[src/core/rel_regs.svh]
// Purpose: offsets, field positions, reset values for the ring event latch
// Assumes: byte addresses on a 32-bit classic Wishbone bus
// Notes:   one aligned word per register
`ifndef REL_REGS_SVH
`define REL_REGS_SVH

// ==========================================================================
// register byte addresses (register index times four)
`define REL_IDX_LATCH0    8'h10
`define REL_IDX_MASK0     8'h11
`define REL_ADDR_LATCH0   8'h40
`define REL_ADDR_MASK0    8'h44
`define REL_ADDR_CLEAR    8'h80
`define REL_ADDR_IRQ_EN   8'h84
`define REL_ADDR_STATUS   8'h88

// ==========================================================================
// field positions
`define REL_B_OP_RISE     0
`define REL_B_OP_FALL     1
`define REL_B_BEACON      2
`define REL_B_CLAIM       3
`define REL_B_OTHER_MAC   4
`define REL_B_PHY_INV     5
`define REL_B_DUP_ADDR    6
`define REL_NUM_EVENTS    7

// ==========================================================================
// reset values
`define REL_RST_LATCH     7'h00
`define REL_RST_MASK      7'h00
`define REL_RST_IRQ_EN    7'h00

`endif

[src/core/rel_pkg.sv]
// Purpose: types of the ring event latch
// Assumes: nothing
// Notes:   offsets live in rel_regs.svh
package rel_pkg;
   typedef enum logic [1:0] {
      REL_RX_LISTEN,
      REL_RX_ACTIVE,
      REL_RX_FRAME
   } rel_rx_state_t;
endpackage

[src/core/rel_top.sv]
// Purpose: ring event latch with mask, clear and interrupt on Wishbone
// Assumes: event inputs are synchronous one-cycle or level indications
// Notes:   ack comes one cycle after a request is seen
//
// Design decision made here: register access over Wishbone.
`timescale 1ns/1ps
`default_nettype none
`include "rel_regs.svh"

// What this block does
// RL1 - set rise bit on ring op 0 to 1
// RL2 - set fall bit on ring op 1 to 0
// RL3 - beacon sets bit, blocks restricted and synchronous
// RL4 - claim sets bit, blocks restricted requests
// RL5 - other MAC frame sets bit, blocks restricted
// RL6 - phy invalid indication sets its bit
// RL7 - phy invalid forces receiver into listen
// RL8 - own frame with A set flags duplicate
// RL9 - latch bits reach the interrupt condition only when masked in; the irq line uses the irq enable
// RL10 - bits stay until cleared; bit 7 zero
module rel_top
   import rel_pkg::*;
(
   // clock and reset
   input  wire logic        clk_sys,
   input  wire logic        reset_n,
   // wishbone slave
   input  wire logic        wb_cyc_i,
   input  wire logic        wb_stb_i,
   input  wire logic        wb_we_i,
   input  wire logic [7:0]  wb_adr_i,
   input  wire logic [3:0]  wb_sel_i,
   input  wire logic [31:0] wb_dat_i,
   output var  logic [31:0] wb_dat_o,
   output var  logic        wb_ack_o,
   // ring and receiver indications
   input  wire logic        ring_op_i,
   input  wire logic        rx_frame_start_i,
   input  wire logic        rx_frame_end_i,
   input  wire logic        rx_valid_i,
   input  wire logic        rx_beacon_i,
   input  wire logic        rx_claim_i,
   input  wire logic        rx_mac_frame_i,
   input  wire logic        rx_individual_i,
   input  wire logic        rx_my_addr_i,
   input  wire logic        rx_a_ind_i,
   input  wire logic        phy_invalid_i,
   // transmit request gating and receiver listen state
   output var  logic        restricted_ok_o,
   output var  logic        synchronous_ok_o,
   output var  logic        receiver_listen_state,
   // interrupt condition and line
   output var  logic [6:0]  int_cond_o,
   output var  logic        irq_o
);
   localparam int NE = `REL_NUM_EVENTS;

   typedef struct packed
   {
      logic [31:0]   dat;
      logic          ack;
      logic          ring_op_d1;
      logic [NE-1:0] mask;
      logic [NE-1:0] irq_en;
      rel_rx_state_t rx;
      logic          restr_ok;
      logic          sync_ok;
      logic          listen;
      logic [NE-1:0] cond;
      logic          irq;
   } rel_st_t;

   rel_st_t st_q;
   rel_st_t st_d;

   // ======================================================================
   // bus decode
   logic          req;
   logic          wr_lo;
   logic [NE-1:0] ev_set;
   logic [NE-1:0] ev_clr;
   logic [NE-1:0] latch;
   logic          valid_own;

   assign req   = wb_cyc_i && wb_stb_i && !st_q.ack;
   assign wr_lo = req && wb_we_i && wb_sel_i[0];

   // only a completed good frame may latch frame events
   assign valid_own = rx_frame_end_i && rx_valid_i;

   always_comb
   begin
      ev_set = '0;
      ev_set[`REL_B_OP_RISE]   = ring_op_i && !st_q.ring_op_d1; // RL1
      ev_set[`REL_B_OP_FALL]   = !ring_op_i && st_q.ring_op_d1; // RL2
      ev_set[`REL_B_BEACON]    = valid_own && rx_beacon_i; // RL3
      ev_set[`REL_B_CLAIM]     = valid_own && rx_claim_i; // RL4
      ev_set[`REL_B_OTHER_MAC] = valid_own && rx_mac_frame_i
                                 && !rx_beacon_i && !rx_claim_i; // RL5
      ev_set[`REL_B_PHY_INV]   = phy_invalid_i; // RL6
      ev_set[`REL_B_DUP_ADDR]  = valid_own && rx_individual_i
                                 && rx_my_addr_i && rx_a_ind_i; // RL8
   end

   // write-one-to-clear on latch or clear register; writes never set
   always_comb
   begin
      ev_clr = '0;
      if (wr_lo && (wb_adr_i == `REL_ADDR_LATCH0
                    || wb_adr_i == `REL_ADDR_CLEAR))
         ev_clr = wb_dat_i[NE-1:0]; // RL10
   end

   genvar gi;
   generate
      for (gi = 0; gi < NE; gi++)
      begin : g_ev
         rel_sticky u_bit
         (
            .clk_sys (clk_sys),
            .reset_n (reset_n),
            .set_i   (ev_set[gi]),
            .clr_i   (ev_clr[gi]),
            .bit_q   (latch[gi])
         );
      end
   endgenerate

   // ======================================================================
   // next state
   always_comb
   begin
      st_d            = st_q;
      st_d.ack        = req;
      st_d.ring_op_d1 = ring_op_i;
      if (req && !wb_we_i)
      begin
         if (wb_adr_i == `REL_ADDR_LATCH0
             || wb_adr_i == `REL_ADDR_STATUS)
            st_d.dat = {24'h000000, 1'b0, latch}; // RL10
         else if (wb_adr_i == `REL_ADDR_MASK0)
            st_d.dat = {25'h0000000, st_q.mask};
         else if (wb_adr_i == `REL_ADDR_IRQ_EN)
            st_d.dat = {25'h0000000, st_q.irq_en};
         else
            st_d.dat = 32'h00000000;
      end
      else if (req)
         st_d.dat = 32'h00000000;
      if (wr_lo)
      begin
         if (wb_adr_i == `REL_ADDR_MASK0)
            st_d.mask = wb_dat_i[NE-1:0];
         else if (wb_adr_i == `REL_ADDR_IRQ_EN)
            st_d.irq_en = wb_dat_i[NE-1:0];
      end
      // receiver mode tracker
      case (st_q.rx)
         REL_RX_LISTEN:
            if (rx_frame_start_i)
               st_d.rx = REL_RX_FRAME;
         REL_RX_ACTIVE:
            if (rx_frame_start_i)
               st_d.rx = REL_RX_FRAME;
         REL_RX_FRAME:
            if (rx_frame_end_i)
               st_d.rx = REL_RX_ACTIVE;
         default:
            st_d.rx = REL_RX_LISTEN;
      endcase
      if (phy_invalid_i)
         st_d.rx = REL_RX_LISTEN; // RL7
      st_d.listen   = (st_d.rx == REL_RX_LISTEN);
      // gating follows the current latch plus this cycle's new events, not its clears
      st_d.restr_ok = !((latch[`REL_B_BEACON] || ev_set[`REL_B_BEACON])
                        || (latch[`REL_B_CLAIM] || ev_set[`REL_B_CLAIM])
                        || (latch[`REL_B_OTHER_MAC]
                            || ev_set[`REL_B_OTHER_MAC])); // RL3
      st_d.sync_ok  = !(latch[`REL_B_BEACON]
                        || ev_set[`REL_B_BEACON]); // RL3
      st_d.cond     = latch & st_q.mask; // RL9
      st_d.irq      = |(latch & st_q.irq_en);
   end

   always_ff @(posedge clk_sys or negedge reset_n)
   begin
      if (!reset_n)
      begin
         st_q            <= '0;
         st_q.mask       <= `REL_RST_MASK;
         st_q.irq_en     <= `REL_RST_IRQ_EN;
         st_q.rx         <= REL_RX_LISTEN;
         st_q.restr_ok   <= 1'b1;
         st_q.sync_ok    <= 1'b1;
         st_q.listen     <= 1'b1;
      end
      else
         st_q <= st_d;
   end

   assign wb_dat_o              = st_q.dat;
   assign wb_ack_o              = st_q.ack;
   assign restricted_ok_o       = st_q.restr_ok;
   assign synchronous_ok_o      = st_q.sync_ok;
   assign receiver_listen_state = st_q.listen;
   assign int_cond_o            = st_q.cond;
   assign irq_o                 = st_q.irq;

   // ======================================================================
   // checks
   property p_rise;
      @(posedge clk_sys) disable iff (!reset_n)
      $rose(ring_op_i) |=> latch[`REL_B_OP_RISE];
   endproperty
   a_rise: assert property (p_rise) // RL1
      else $error("rise not latched");

   property p_fall;
      @(posedge clk_sys) disable iff (!reset_n)
      $fell(ring_op_i) |=> latch[`REL_B_OP_FALL];
   endproperty
   a_fall: assert property (p_fall) // RL2
      else $error("fall not latched");

   property p_beacon;
      @(posedge clk_sys) disable iff (!reset_n)
      latch[`REL_B_BEACON] |=> !synchronous_ok_o && !restricted_ok_o;
   endproperty
   a_beacon: assert property (p_beacon) // RL3
      else $error("service allowed under beacon");

   property p_claim;
      @(posedge clk_sys) disable iff (!reset_n)
      latch[`REL_B_CLAIM] |=> !restricted_ok_o;
   endproperty
   a_claim: assert property (p_claim) // RL4
      else $error("restricted allowed under claim");

   property p_other;
      @(posedge clk_sys) disable iff (!reset_n)
      latch[`REL_B_OTHER_MAC] |=> !restricted_ok_o;
   endproperty
   a_other: assert property (p_other) // RL5
      else $error("restricted allowed under mac frame");

   property p_phy_inv;
      @(posedge clk_sys) disable iff (!reset_n)
      phy_invalid_i |=> latch[`REL_B_PHY_INV];
   endproperty
   a_phy_inv: assert property (p_phy_inv) // RL6
      else $error("phy invalid not latched");

   property p_listen;
      @(posedge clk_sys) disable iff (!reset_n)
      phy_invalid_i |=> receiver_listen_state;
   endproperty
   a_listen: assert property (p_listen) // RL7
      else $error("receiver not listening");

   property p_dup;
      @(posedge clk_sys) disable iff (!reset_n)
      (valid_own && rx_individual_i && rx_my_addr_i && rx_a_ind_i)
         |=> latch[`REL_B_DUP_ADDR];
   endproperty
   a_dup: assert property (p_dup) // RL8
      else $error("duplicate address not latched");

   property p_cond;
      @(posedge clk_sys) disable iff (!reset_n)
      ##1 int_cond_o == ($past(latch) & $past(st_q.mask));
   endproperty
   a_cond: assert property (p_cond) // RL9
      else $error("interrupt condition not masked");

   property p_nowrset;
      @(posedge clk_sys) disable iff (!reset_n)
      (ev_set == '0 && !latch[0]) |=> !latch[0];
   endproperty
   a_nowrset: assert property (p_nowrset) // RL10
      else $error("bit set without event");

   // writes and idle cycles never raise any latch bit on their own
   property p_no_stray_set;
      @(posedge clk_sys) disable iff (!reset_n)
      (ev_set == '0) |=> ((latch & ~$past(latch)) == '0);
   endproperty
   a_no_stray_set: assert property (p_no_stray_set) // RL10
      else $error("latch bit set without event");

   property p_high_zero;
      @(posedge clk_sys) disable iff (!reset_n)
      wb_ack_o |-> (wb_dat_o[31:NE] == '0);
   endproperty
   a_high_zero: assert property (p_high_zero) // RL10
      else $error("unused read bits not zero");

   // gating must come back once the blocking bits are gone
   property p_sync_back;
      @(posedge clk_sys) disable iff (!reset_n)
      (!latch[`REL_B_BEACON] && !ev_set[`REL_B_BEACON])
         |=> synchronous_ok_o;
   endproperty
   a_sync_back: assert property (p_sync_back) // RL3
      else $error("synchronous service blocked without beacon");

   property p_restr_back;
      @(posedge clk_sys) disable iff (!reset_n)
      (latch[`REL_B_OTHER_MAC:`REL_B_BEACON] == 3'h0
       && ev_set[`REL_B_OTHER_MAC:`REL_B_BEACON] == 3'h0)
         |=> restricted_ok_o;
   endproperty
   a_restr_back: assert property (p_restr_back) // RL4
      else $error("restricted service blocked without cause");

   // a clear with no competing event empties the bits it names
   property p_clear;
      @(posedge clk_sys) disable iff (!reset_n)
      (ev_clr != '0 && ev_set == '0) |=> ((latch & $past(ev_clr)) == '0);
   endproperty
   a_clear: assert property (p_clear) // RL10
      else $error("latch bit survived a clear");

   property p_irq_quiet;
      @(posedge clk_sys) disable iff (!reset_n)
      (st_q.irq_en == '0) |=> !irq_o;
   endproperty
   a_irq_quiet: assert property (p_irq_quiet)
      else $error("interrupt raised with nothing enabled");

   property p_mask_wr;
      @(posedge clk_sys) disable iff (!reset_n)
      (wr_lo && wb_adr_i == `REL_ADDR_MASK0)
         |=> (st_q.mask == $past(wb_dat_i[NE-1:0]));
   endproperty
   a_mask_wr: assert property (p_mask_wr) // RL9
      else $error("mask write lost");

   c_rise: cover property (@(posedge clk_sys) $rose(ring_op_i));
   c_irq:  cover property (@(posedge clk_sys) $rose(irq_o));
   c_clr:  cover property (@(posedge clk_sys) |ev_clr && |latch);
   c_beacon: cover property (@(posedge clk_sys) ev_set[`REL_B_BEACON]);
   c_listen: cover property (@(posedge clk_sys)
      phy_invalid_i && !receiver_listen_state);
endmodule
`default_nettype wire

[src/core/rel_sticky.sv]
// Purpose: one sticky event bit, set beats clear
// Assumes: single clock, async active-low reset
// Notes:   used once per latch event
`timescale 1ns/1ps
`default_nettype none
module rel_sticky
(
   // clock and reset
   input  wire logic clk_sys,
   input  wire logic reset_n,
   // control
   input  wire logic set_i,
   input  wire logic clr_i,
   // state
   output var  logic bit_q
);
   typedef struct packed
   {
      logic b;
   } rel_sticky_st_t;

   rel_sticky_st_t st_q;
   rel_sticky_st_t st_d;

   always_comb
   begin
      st_d = st_q;
      if (set_i)
         st_d.b = 1'b1;
      else if (clr_i)
         st_d.b = 1'b0;
   end

   always_ff @(posedge clk_sys or negedge reset_n)
   begin
      if (!reset_n)
         st_q <= '0;
      else
         st_q <= st_d;
   end

   assign bit_q = st_q.b;

   property p_set_wins;
      @(posedge clk_sys) disable iff (!reset_n)
      set_i |=> bit_q;
   endproperty
   a_set_wins: assert property (p_set_wins)
      else $error("sticky bit lost a set");

   property p_hold;
      @(posedge clk_sys) disable iff (!reset_n)
      (bit_q && !clr_i) |=> bit_q;
   endproperty
   a_hold: assert property (p_hold)
      else $error("sticky bit dropped without clear");
endmodule
`default_nettype wire

[config.mk]
export PLATFORM = sky130hd
export DESIGN_NAME = rel_top
export DESIGN_NICKNAME = d
export VERILOG_FILES = /design/src/core/rel_pkg.sv /design/src/core/rel_top.sv /design/src/core/rel_sticky.sv
export VERILOG_INCLUDE_DIRS = /design/src /design/src/core
export SDC_FILE = /design/constraint.sdc
export NUM_CORES = 1
export LEC_CHECK = 0
export ABC_AREA = 0
export ABC_CLOCK_PERIOD_IN_PS = 2900
export BUFFER_PORTS_ARGS = -buffer_cell sky130_fd_sc_hd__clkbuf_2
export CAP_MARGIN = 20
export CELL_PAD_IN_SITES_DETAIL_PLACEMENT = 0
export CELL_PAD_IN_SITES_GLOBAL_PLACEMENT = 1
export CORE_MARGIN = 2
export CORE_UTILIZATION = 37
export DETAILED_ROUTE_END_ITERATION = 7
export GPL_TIMING_DRIVEN = 0
export PLACE_DENSITY_LB_ADDON = 0.1
export SETUP_SLACK_MARGIN = 0.4
export SLEW_MARGIN = 20
export SYNTH_ARGS = -nofsm -noshare
export SYNTH_HDL_FRONTEND = slang
export SYNTH_SLANG_ARGS = --single-unit
[constraint.sdc]
create_clock -name clk_sys -period 2.9 [get_ports clk_sys]
set_clock_uncertainty 0.05 [all_clocks]
set_input_delay 0.58 -clock clk_sys [delete_from_list [all_inputs] [get_ports clk_sys]]
set_output_delay 0.58 -clock clk_sys [all_outputs]
set_load 0.02 [all_outputs]
==> results of run 1 <==
## logic make-up (layout without fill, tap and decap cells)
group                  after synthesis  count (layout)  share of synthesized area
AOI/OAI and AO/OA                   29              29                      0.117
buffers and inverters               46             104                      0.155
DFF                                 43              43                      0.511
muxes                               16              16                     0.0858
other                                1              25                    0.00177
and+or+nand+nor                     41              41                      0.129
## how the worst min path moves through the flow
stage | from | endpoint | slack, ns
2_1_floorplan | reset_n | g_ev[0].u_bit.bit_q | 0.23
3_3_place_gp | st_q[26] | int_cond_o[6] | 0.44
3_5_place_dp | st_q[26] | int_cond_o[6] | 0.45
4_1_cts | ring_op_i | st_q[27] | 0.37
5_1_grt | ring_op_i | st_q[27] | 0.38
6_report | reset_n | g_ev[2].u_bit.bit_q | 0.38
## area by class of cell
class / instances / share of cell area
Sequential cell: 43 / 0.411
Multi-Input combinational cell: 111 / 0.303
Buffer: 44 / 0.122
Timing Repair Buffer: 50 / 0.0952
Tap cell: 72 / 0.0343
Clock buffer: 5 / 0.0262
Clock inverter: 3 / 0.00571
Inverter: 2 / 0.00286
## state kept, by name, summed over array words and instances, names as in the netlist
signal / flops
receiver_listen_state: 1
int_cond_o: 7
g_ev.u_bit.bit_q: 7
synchronous_ok_o: 1
wb_dat_o: 7
irq_o: 1
st_q: 17
restricted_ok_o: 1
wb_ack_o: 1
## Yosys cell counts (all sizes together) (2+ instances only)
cell,number
buf,42
dfrtp,40
mux2,14
and2,11
nor2,11
a22oi,9
a221o,7
nand2,6
a22o,3
dfstp,3
or3,3
a21oi,2
clkbuf,2
inv,2
mux2i,2
nand3b,2
nor4,2
nor4b,2
## critical path, stage by stage
cell and delay, ns:
clkbuf_2 0.12, nor4b_4 0.68, o2111a_1 0.56, a21boi_1 0.12
a41o_1 0.21
## metrics by stage
stage	worst slack (ns)	hold WS (ns)
6_report	0.748	0.376
4_1_cts	0.759	0.371
3_3_place_gp	0.439	0.438
3_5_place_dp	0.453	0.448
2_1_floorplan	0.832	0.234
5_1_grt	0.651	0.376
## where the power goes
group,switching (W),leakage [nW],total [W],internal [W]
clock network,0.000204,0.0477,0.000369,0.000165
registers,0.0000102,0.551,0.000623,0.000613
logic,0.0000812,0.788,0.000139,0.0000577
total,0.000296,1.39,0.00113,0.000835
## routing by layer
layer,GRT usage,vias up
met5,0,-
li1,-,730
met3,0.0373,4
met4,0.0414,0
met1,0.183,700
met2,0.239,63
==> summary.txt, run 1 <==
Yosys
  • Post-synthesis register bit count: 43
  • FFs w/ async S/R, synth: 1.00
  • Yosys warns: 0
  • Synthesized area: 2110 µm²
  • Post-synth EDFFs: 0
  • Mapped Avg Cell Area: 12.0 µm²
  • Post-synth top area cell: dfrtp_1
  • Synth Instances: about 180
  • Synth area leaders: dfrtp_1 47%, buf_4 15%, mux2_2 6.4%, dfstp_2 3.7%, a221o_1 3.3%
  • Ys flop type: dfrtp_1
  • Share of the yosys chip area belonging to registers: 0.511
  • Post-synth top area share: 0.474
  • Post-synthesis cell type count: 35

Clock network
  • Clk buf depth: 2
  • Setup bufs post-CTS: 0
  • TritonCTS Buffers: 5
  • Hold_buf cts: 0
  • Clock root buffer master: clkbuf_8
  • H-tree depth: 2
  • Clock tree from TritonCTS: done
  • Clock transition at path regs: 0.08 ns
  • Clk_lat worst skew: 0.29 ns
  • Sink Count: 43
  • Post-CTS Resized: 0

Route
  • DR vias/cell: 4.54
  • DRT met1 WL: about 1900 µm
  • Remaining DRCs: 0
  • Detailed router's first-iteration violation count: 59
  • Met3 wire len: 377 µm
  • Final wirelength: 4280 µm
  • Drt wl/cell: between 10 and 15 µm
  • Top routing layer used: met4
  • Met2 wire length: 1930 µm
  • DR pass1 iterations: 4
  • Vias: 1,497
  • Antenna viol nets, final: 0

Placement
  • Placed cell count: 322
  • GPL Wtd Cong: between 0.7 and 0.8
  • Port Buffer Count: 50
  • DP Area: ~2500 µm²
  • Detailed Place HPWL: 3040 µm

Timing
  • Fmax: 465 MHz
  • Final Setup Violations: 0
  • Final TNS setup: 0 ns
  • RSZ-0062 raised after global routing: no
  • Slew Viols, Final: 0
  • Crit share post-route: 0.742
  • Final Hold Viols: 0
  • Fin crit period: 2.15 ns
  • Worst slew margin: 0.366
  • Actual slew at the worst max-slew pin: roughly 0.95 ns

GRT
  • Largest net degree at the start of global routing: 44
  • Vias in the first global route: 1,399
  • Initial antenna violation count: 0
  • GRT Util Overall: 0.143
  • Grt ovf: 0
  • First-pass GRT wire length: around 6900 µm

Final layout
  • Area growth, synth to finish: 24.3%
  • Layout cells sized above 1: 0.465
  • Final cell count without fillers: between 300 and 400
  • Antenna cell count: 0
  • Commonest non-fill, non-tap cells in the layout: 49 x clkbuf_2, 41 x buf_4, 40 x dfrtp_1, 25 x conb_1, 12 x mux2_2
  • Most common cell after layout, fill and taps aside: clkbuf_2
  • Reg area: 1080 µm²
  • Fin util: 0.477
  • Layout fillers: 542
  • Nets: 317
  • Final Cell Area: 2630 µm²
  • Multi-input gate area: just under 800 µm²

Floorplan
  • Die area: 6330 µm²
  • Core Area: 5510 µm²
  • Row cnt: 27
  • I/O pin count: 104
  • Chip height: 79.6 µm
  • Initial core utilization: 0.384
  • Die width: 79.6 µm

Power and ir drop
  • Power Dens Cells: 430 nW/µm²
  • Leakage Power: 1.39 nW
  • Final Total Pwr: ~0.0011 W
  • Worst vdd ir: 0.000213 V

Worst setup path
  • Worst EP arrival: 2.29 ns
  • Worst path required time: 3.04 ns
  • RR Startpoint: wb_ack_o
  • Crit path max fanout: 10
  • Crit path launch: wb_adr_i[5]
  • WS Path Type: in2reg
  • CP Capture Type: flip-flop
  • Reg-to-reg endpoint: st_q[25]
  • R2R setup slack: 1.05 ns
  • CP Launch Type: input pin
  • Setup crit end: g_ev[6].u_bit.bit_q
  • R2R depth: 6

Flow run
  • Max-capacitance violation count: 0

Run status
  • Status: finished, final reports clean

Hold path
  • Hold Path Class: in2async
No activity file was read; power rests on OpenSTA's default activity.
==> run 2, diff against run 1 <==
Settings changed: ABC_CLOCK_PERIOD_IN_PS 2900 to 1900, CORE_UTILIZATION 37 to 31.
Clock period 2.9 ns to 1.9 ns, I/O delays scaled along.
==> run 2 against run 1 <==
  * Register-to-register slack lost 0.83 ns
  * Count of clock-buffer cells in the layout up 3
  * Hold slack got worse by 0.32 ns
  * Cell area up 11%
  * Largest power group unchanged
==> summary.txt, run 2 (synthesized netlist as in run 1, its figures left out) <==
Run status
  • Status: finished, final reports clean

Clock network
  • Sink Count: 43 (unchanged)
  • Clock transition at path regs: 0.07 ns (about the same)
  • Clk buf depth: 2 (unchanged)
  • Clock root buffer master: clkbuf_8
  • Clk_lat worst skew: 0.29 ns (about the same)
  • H-tree depth: 2 (unchanged)
  • TritonCTS Buffers: 5 (unchanged)
  • Clock tree from TritonCTS: done

Worst setup path
  • R2R setup slack: 0.22 ns (-0.83 ns)
  • Crit path max fanout: 7 (-3)
  • Crit path launch: wb_adr_i[0]
  • Worst path bufs/invs: 2 (+1)
  • WS Path Type: in2reg
  • Crit path max-delay cell type: or4b_4
  • Cell family with most CP delay: simple AND/OR/NAND/NOR gates
  • Reg-to-reg endpoint: st_q[15]
  • Slowest cell delay on critical path: 0.55 ns (-0.13 ns)
  • R2R depth: 6 (unchanged)
  • CP Cell Sequence: buf_6, or4b_4, nor3b_4, and2_4, buf_8, mux2_4
  • Worst path required time: 2.03 ns (-1.01 ns)
  • Worst EP arrival: 1.86 ns (-0.43 ns)
  • RR Startpoint: wb_ack_o
  • CP Capture Type: flip-flop
  • CP Launch Type: input pin

Placement
  • Detailed Place HPWL: 3240 µm (+6.4%)
  • Pre-CTS WS: -0.392 ns (-0.845 ns)
  • Port Buffer Count: 50 (unchanged)
  • GPL Wtd Cong: 0.714 (+0.71%)

Timing
  • Actual slew at the worst max-slew pin: 0.588 ns (-0.362 ns)
  • Worst slew margin: 0.608 (+0.242)
  • Slew Viols, Final: 0 (unchanged)
  • Crit share post-route: 0.913
  • Final Hold Viols: 0 (unchanged)
  • Final hold slack: 0.0608 ns (-0.316 ns)
  • RSZ-0062 raised after global routing: yes
  • Final setup margin: 0.166 ns (-0.582 ns)
  • Fin crit period: 1.73 ns
  • Fmax: 577 MHz
  • Final Setup Violations: 0 (unchanged)

Route
  • Detailed router's first-iteration violation count: 44 (-25%)
  • Antenna viol nets, final: 0 (unchanged)
  • Remaining DRCs: 0 (unchanged)
  • Drt wl/cell: 13.7 µm (+5.4%)
  • Final wirelength: 4790 µm (+12%)
  • DR pass1 iterations: 4 (unchanged)
  • Vias: 1,555 (+3.9%)
  • DR vias/cell: 4.43 (-2.3%)

Floorplan
  • Core Area: 6680 µm² (+21%)
  • Die area: 7490 µm² (+18%)
  • Chip height: 86.6 µm (+8.8%)
  • I/O pin count: 104 (unchanged)
  • Row cnt: 30 (+11%)
  • Die width: 86.6 µm (+8.8%)
  • Initial core utilization: 0.316 (-0.0675)

Final layout
  • Area growth, synth to finish: 38.3%
  • Fin util: 0.437 (-0.0397)
  • Commonest non-fill, non-tap cells in the layout: 48 x buf_4, 48 x clkbuf_2, 40 x dfrtp_1, 25 x conb_1, 14 x mux2_4
  • Nets: 330 (+4.1%)
  • Max reg flops: 17 (unchanged)
  • Reg with most FFs: st_q
  • Antenna cell count: 0 (unchanged)
  • Layout cells sized above 1: 0.554 (+0.0884)

Power and ir drop
  • Final Total Pwr: 0.00182 W (+61%)
  • Power Dens Cells: 623 nW/µm² (+45%)
  • Worst vdd ir: 0.000254 V (+19%)
  • Leakage Power: 1.50 nW (+8.0%)

Hold path
  • Hold Path Class: in2async

Flow run
  • Max-capacitance violation count: 0 (unchanged)

GRT
  • Grt ovf: 0 (unchanged)
  • First-pass GRT wire length: 7560 µm (+9.8%)
  • GRT Util Overall: 0.133 (-0.00965)
  • Initial antenna violation count: 0 (unchanged)
  • Vias in the first global route: 1,482 (+5.9%)
  • Largest net degree at the start of global routing: 44 (unchanged)
[run 2: changes by cell type in the layout (fill, tap and decap cells not counted), sizes merged]
cell | before | now
buf | 43 | 57
clkinv | 3 | 0
clkbuf | 56 | 58
[run 2: timing repair]
action / CTS / global route
setup endpoints to repair: 28 / 28
buffers inserted: 12 / 1
hold buffers: 0 / 0
pin swaps: 10 / 16
gates resized for setup: 16 / 29
[run 2: report_power, final]
| part | total [W] | internal [W] | switching (W) |
|---|---|---|---|
| sequential | 0.000951 | 0.000935 | 0.0000161 |
| clock | 0.000626 | 0.000332 | 0.000294 |
| combinational | 0.000244 | 0.000111 | 0.000133 |
| total | 0.00182 | 0.00138 | 0.000444 |
[run 2: per-layer routing]
metal	routed length [µm]	share of wire	vias to the layer above	GRT usage
met2	2330	0.49	48	0.219
met3	243	0.051	6	0.0324
met4	54	0.011	0	0.0384
met1	2170	0.45	747	0.176
met5	0	0	-	0
li1	-	-	754	-
[run 2: layout make-up]
| cell class | count | area, µm² |
|---|---|---|
| fillers | 667 | 3760 |
| flip-flops and latches | 43 | 1080 |
| multi-input cells | 111 | 903 |
| repair buffers | 63 | 372 |
| plain buffers | 44 | 358 |
| clock buffers | 8 | 100 |
| well taps | 80 | 100 |
| inverters | 2 | 10.0 |
[run 2: stage by stage]
stage / area [µm²] / std cells / setup TNS, ns
global route: 2920 / 351 / 0
finish: 2920 / 351 / 0
global placement: 2570 / 330 / -7.09
detailed placement: 2570 / 330 / -7.33
floorplan: 2220 / 200 / 0
CTS: 2810 / 350 / 0
[run 2: how the worst max path moves through the flow]
stage,slack (ns),endpoint,cells after the start
6_report,0.17,st_q[15],6
5_1_grt,0.14,st_q[13],6
4_1_cts,0.18,st_q[13],6
3_5_place_dp,-0.39,wb_dat_o[4],5
3_3_place_gp,-0.38,wb_dat_o[3],5
2_1_floorplan,0.08,st_q[20],5
[run 2: worst register-to-register path: stages (launching register included)]
cell	delay, ns
dfrtp_1	0.37
nand3b_1	0.20
buf_6	0.16
nor3b_4	0.18
and2_4	0.17
buf_8	0.14
mux2_4	0.30
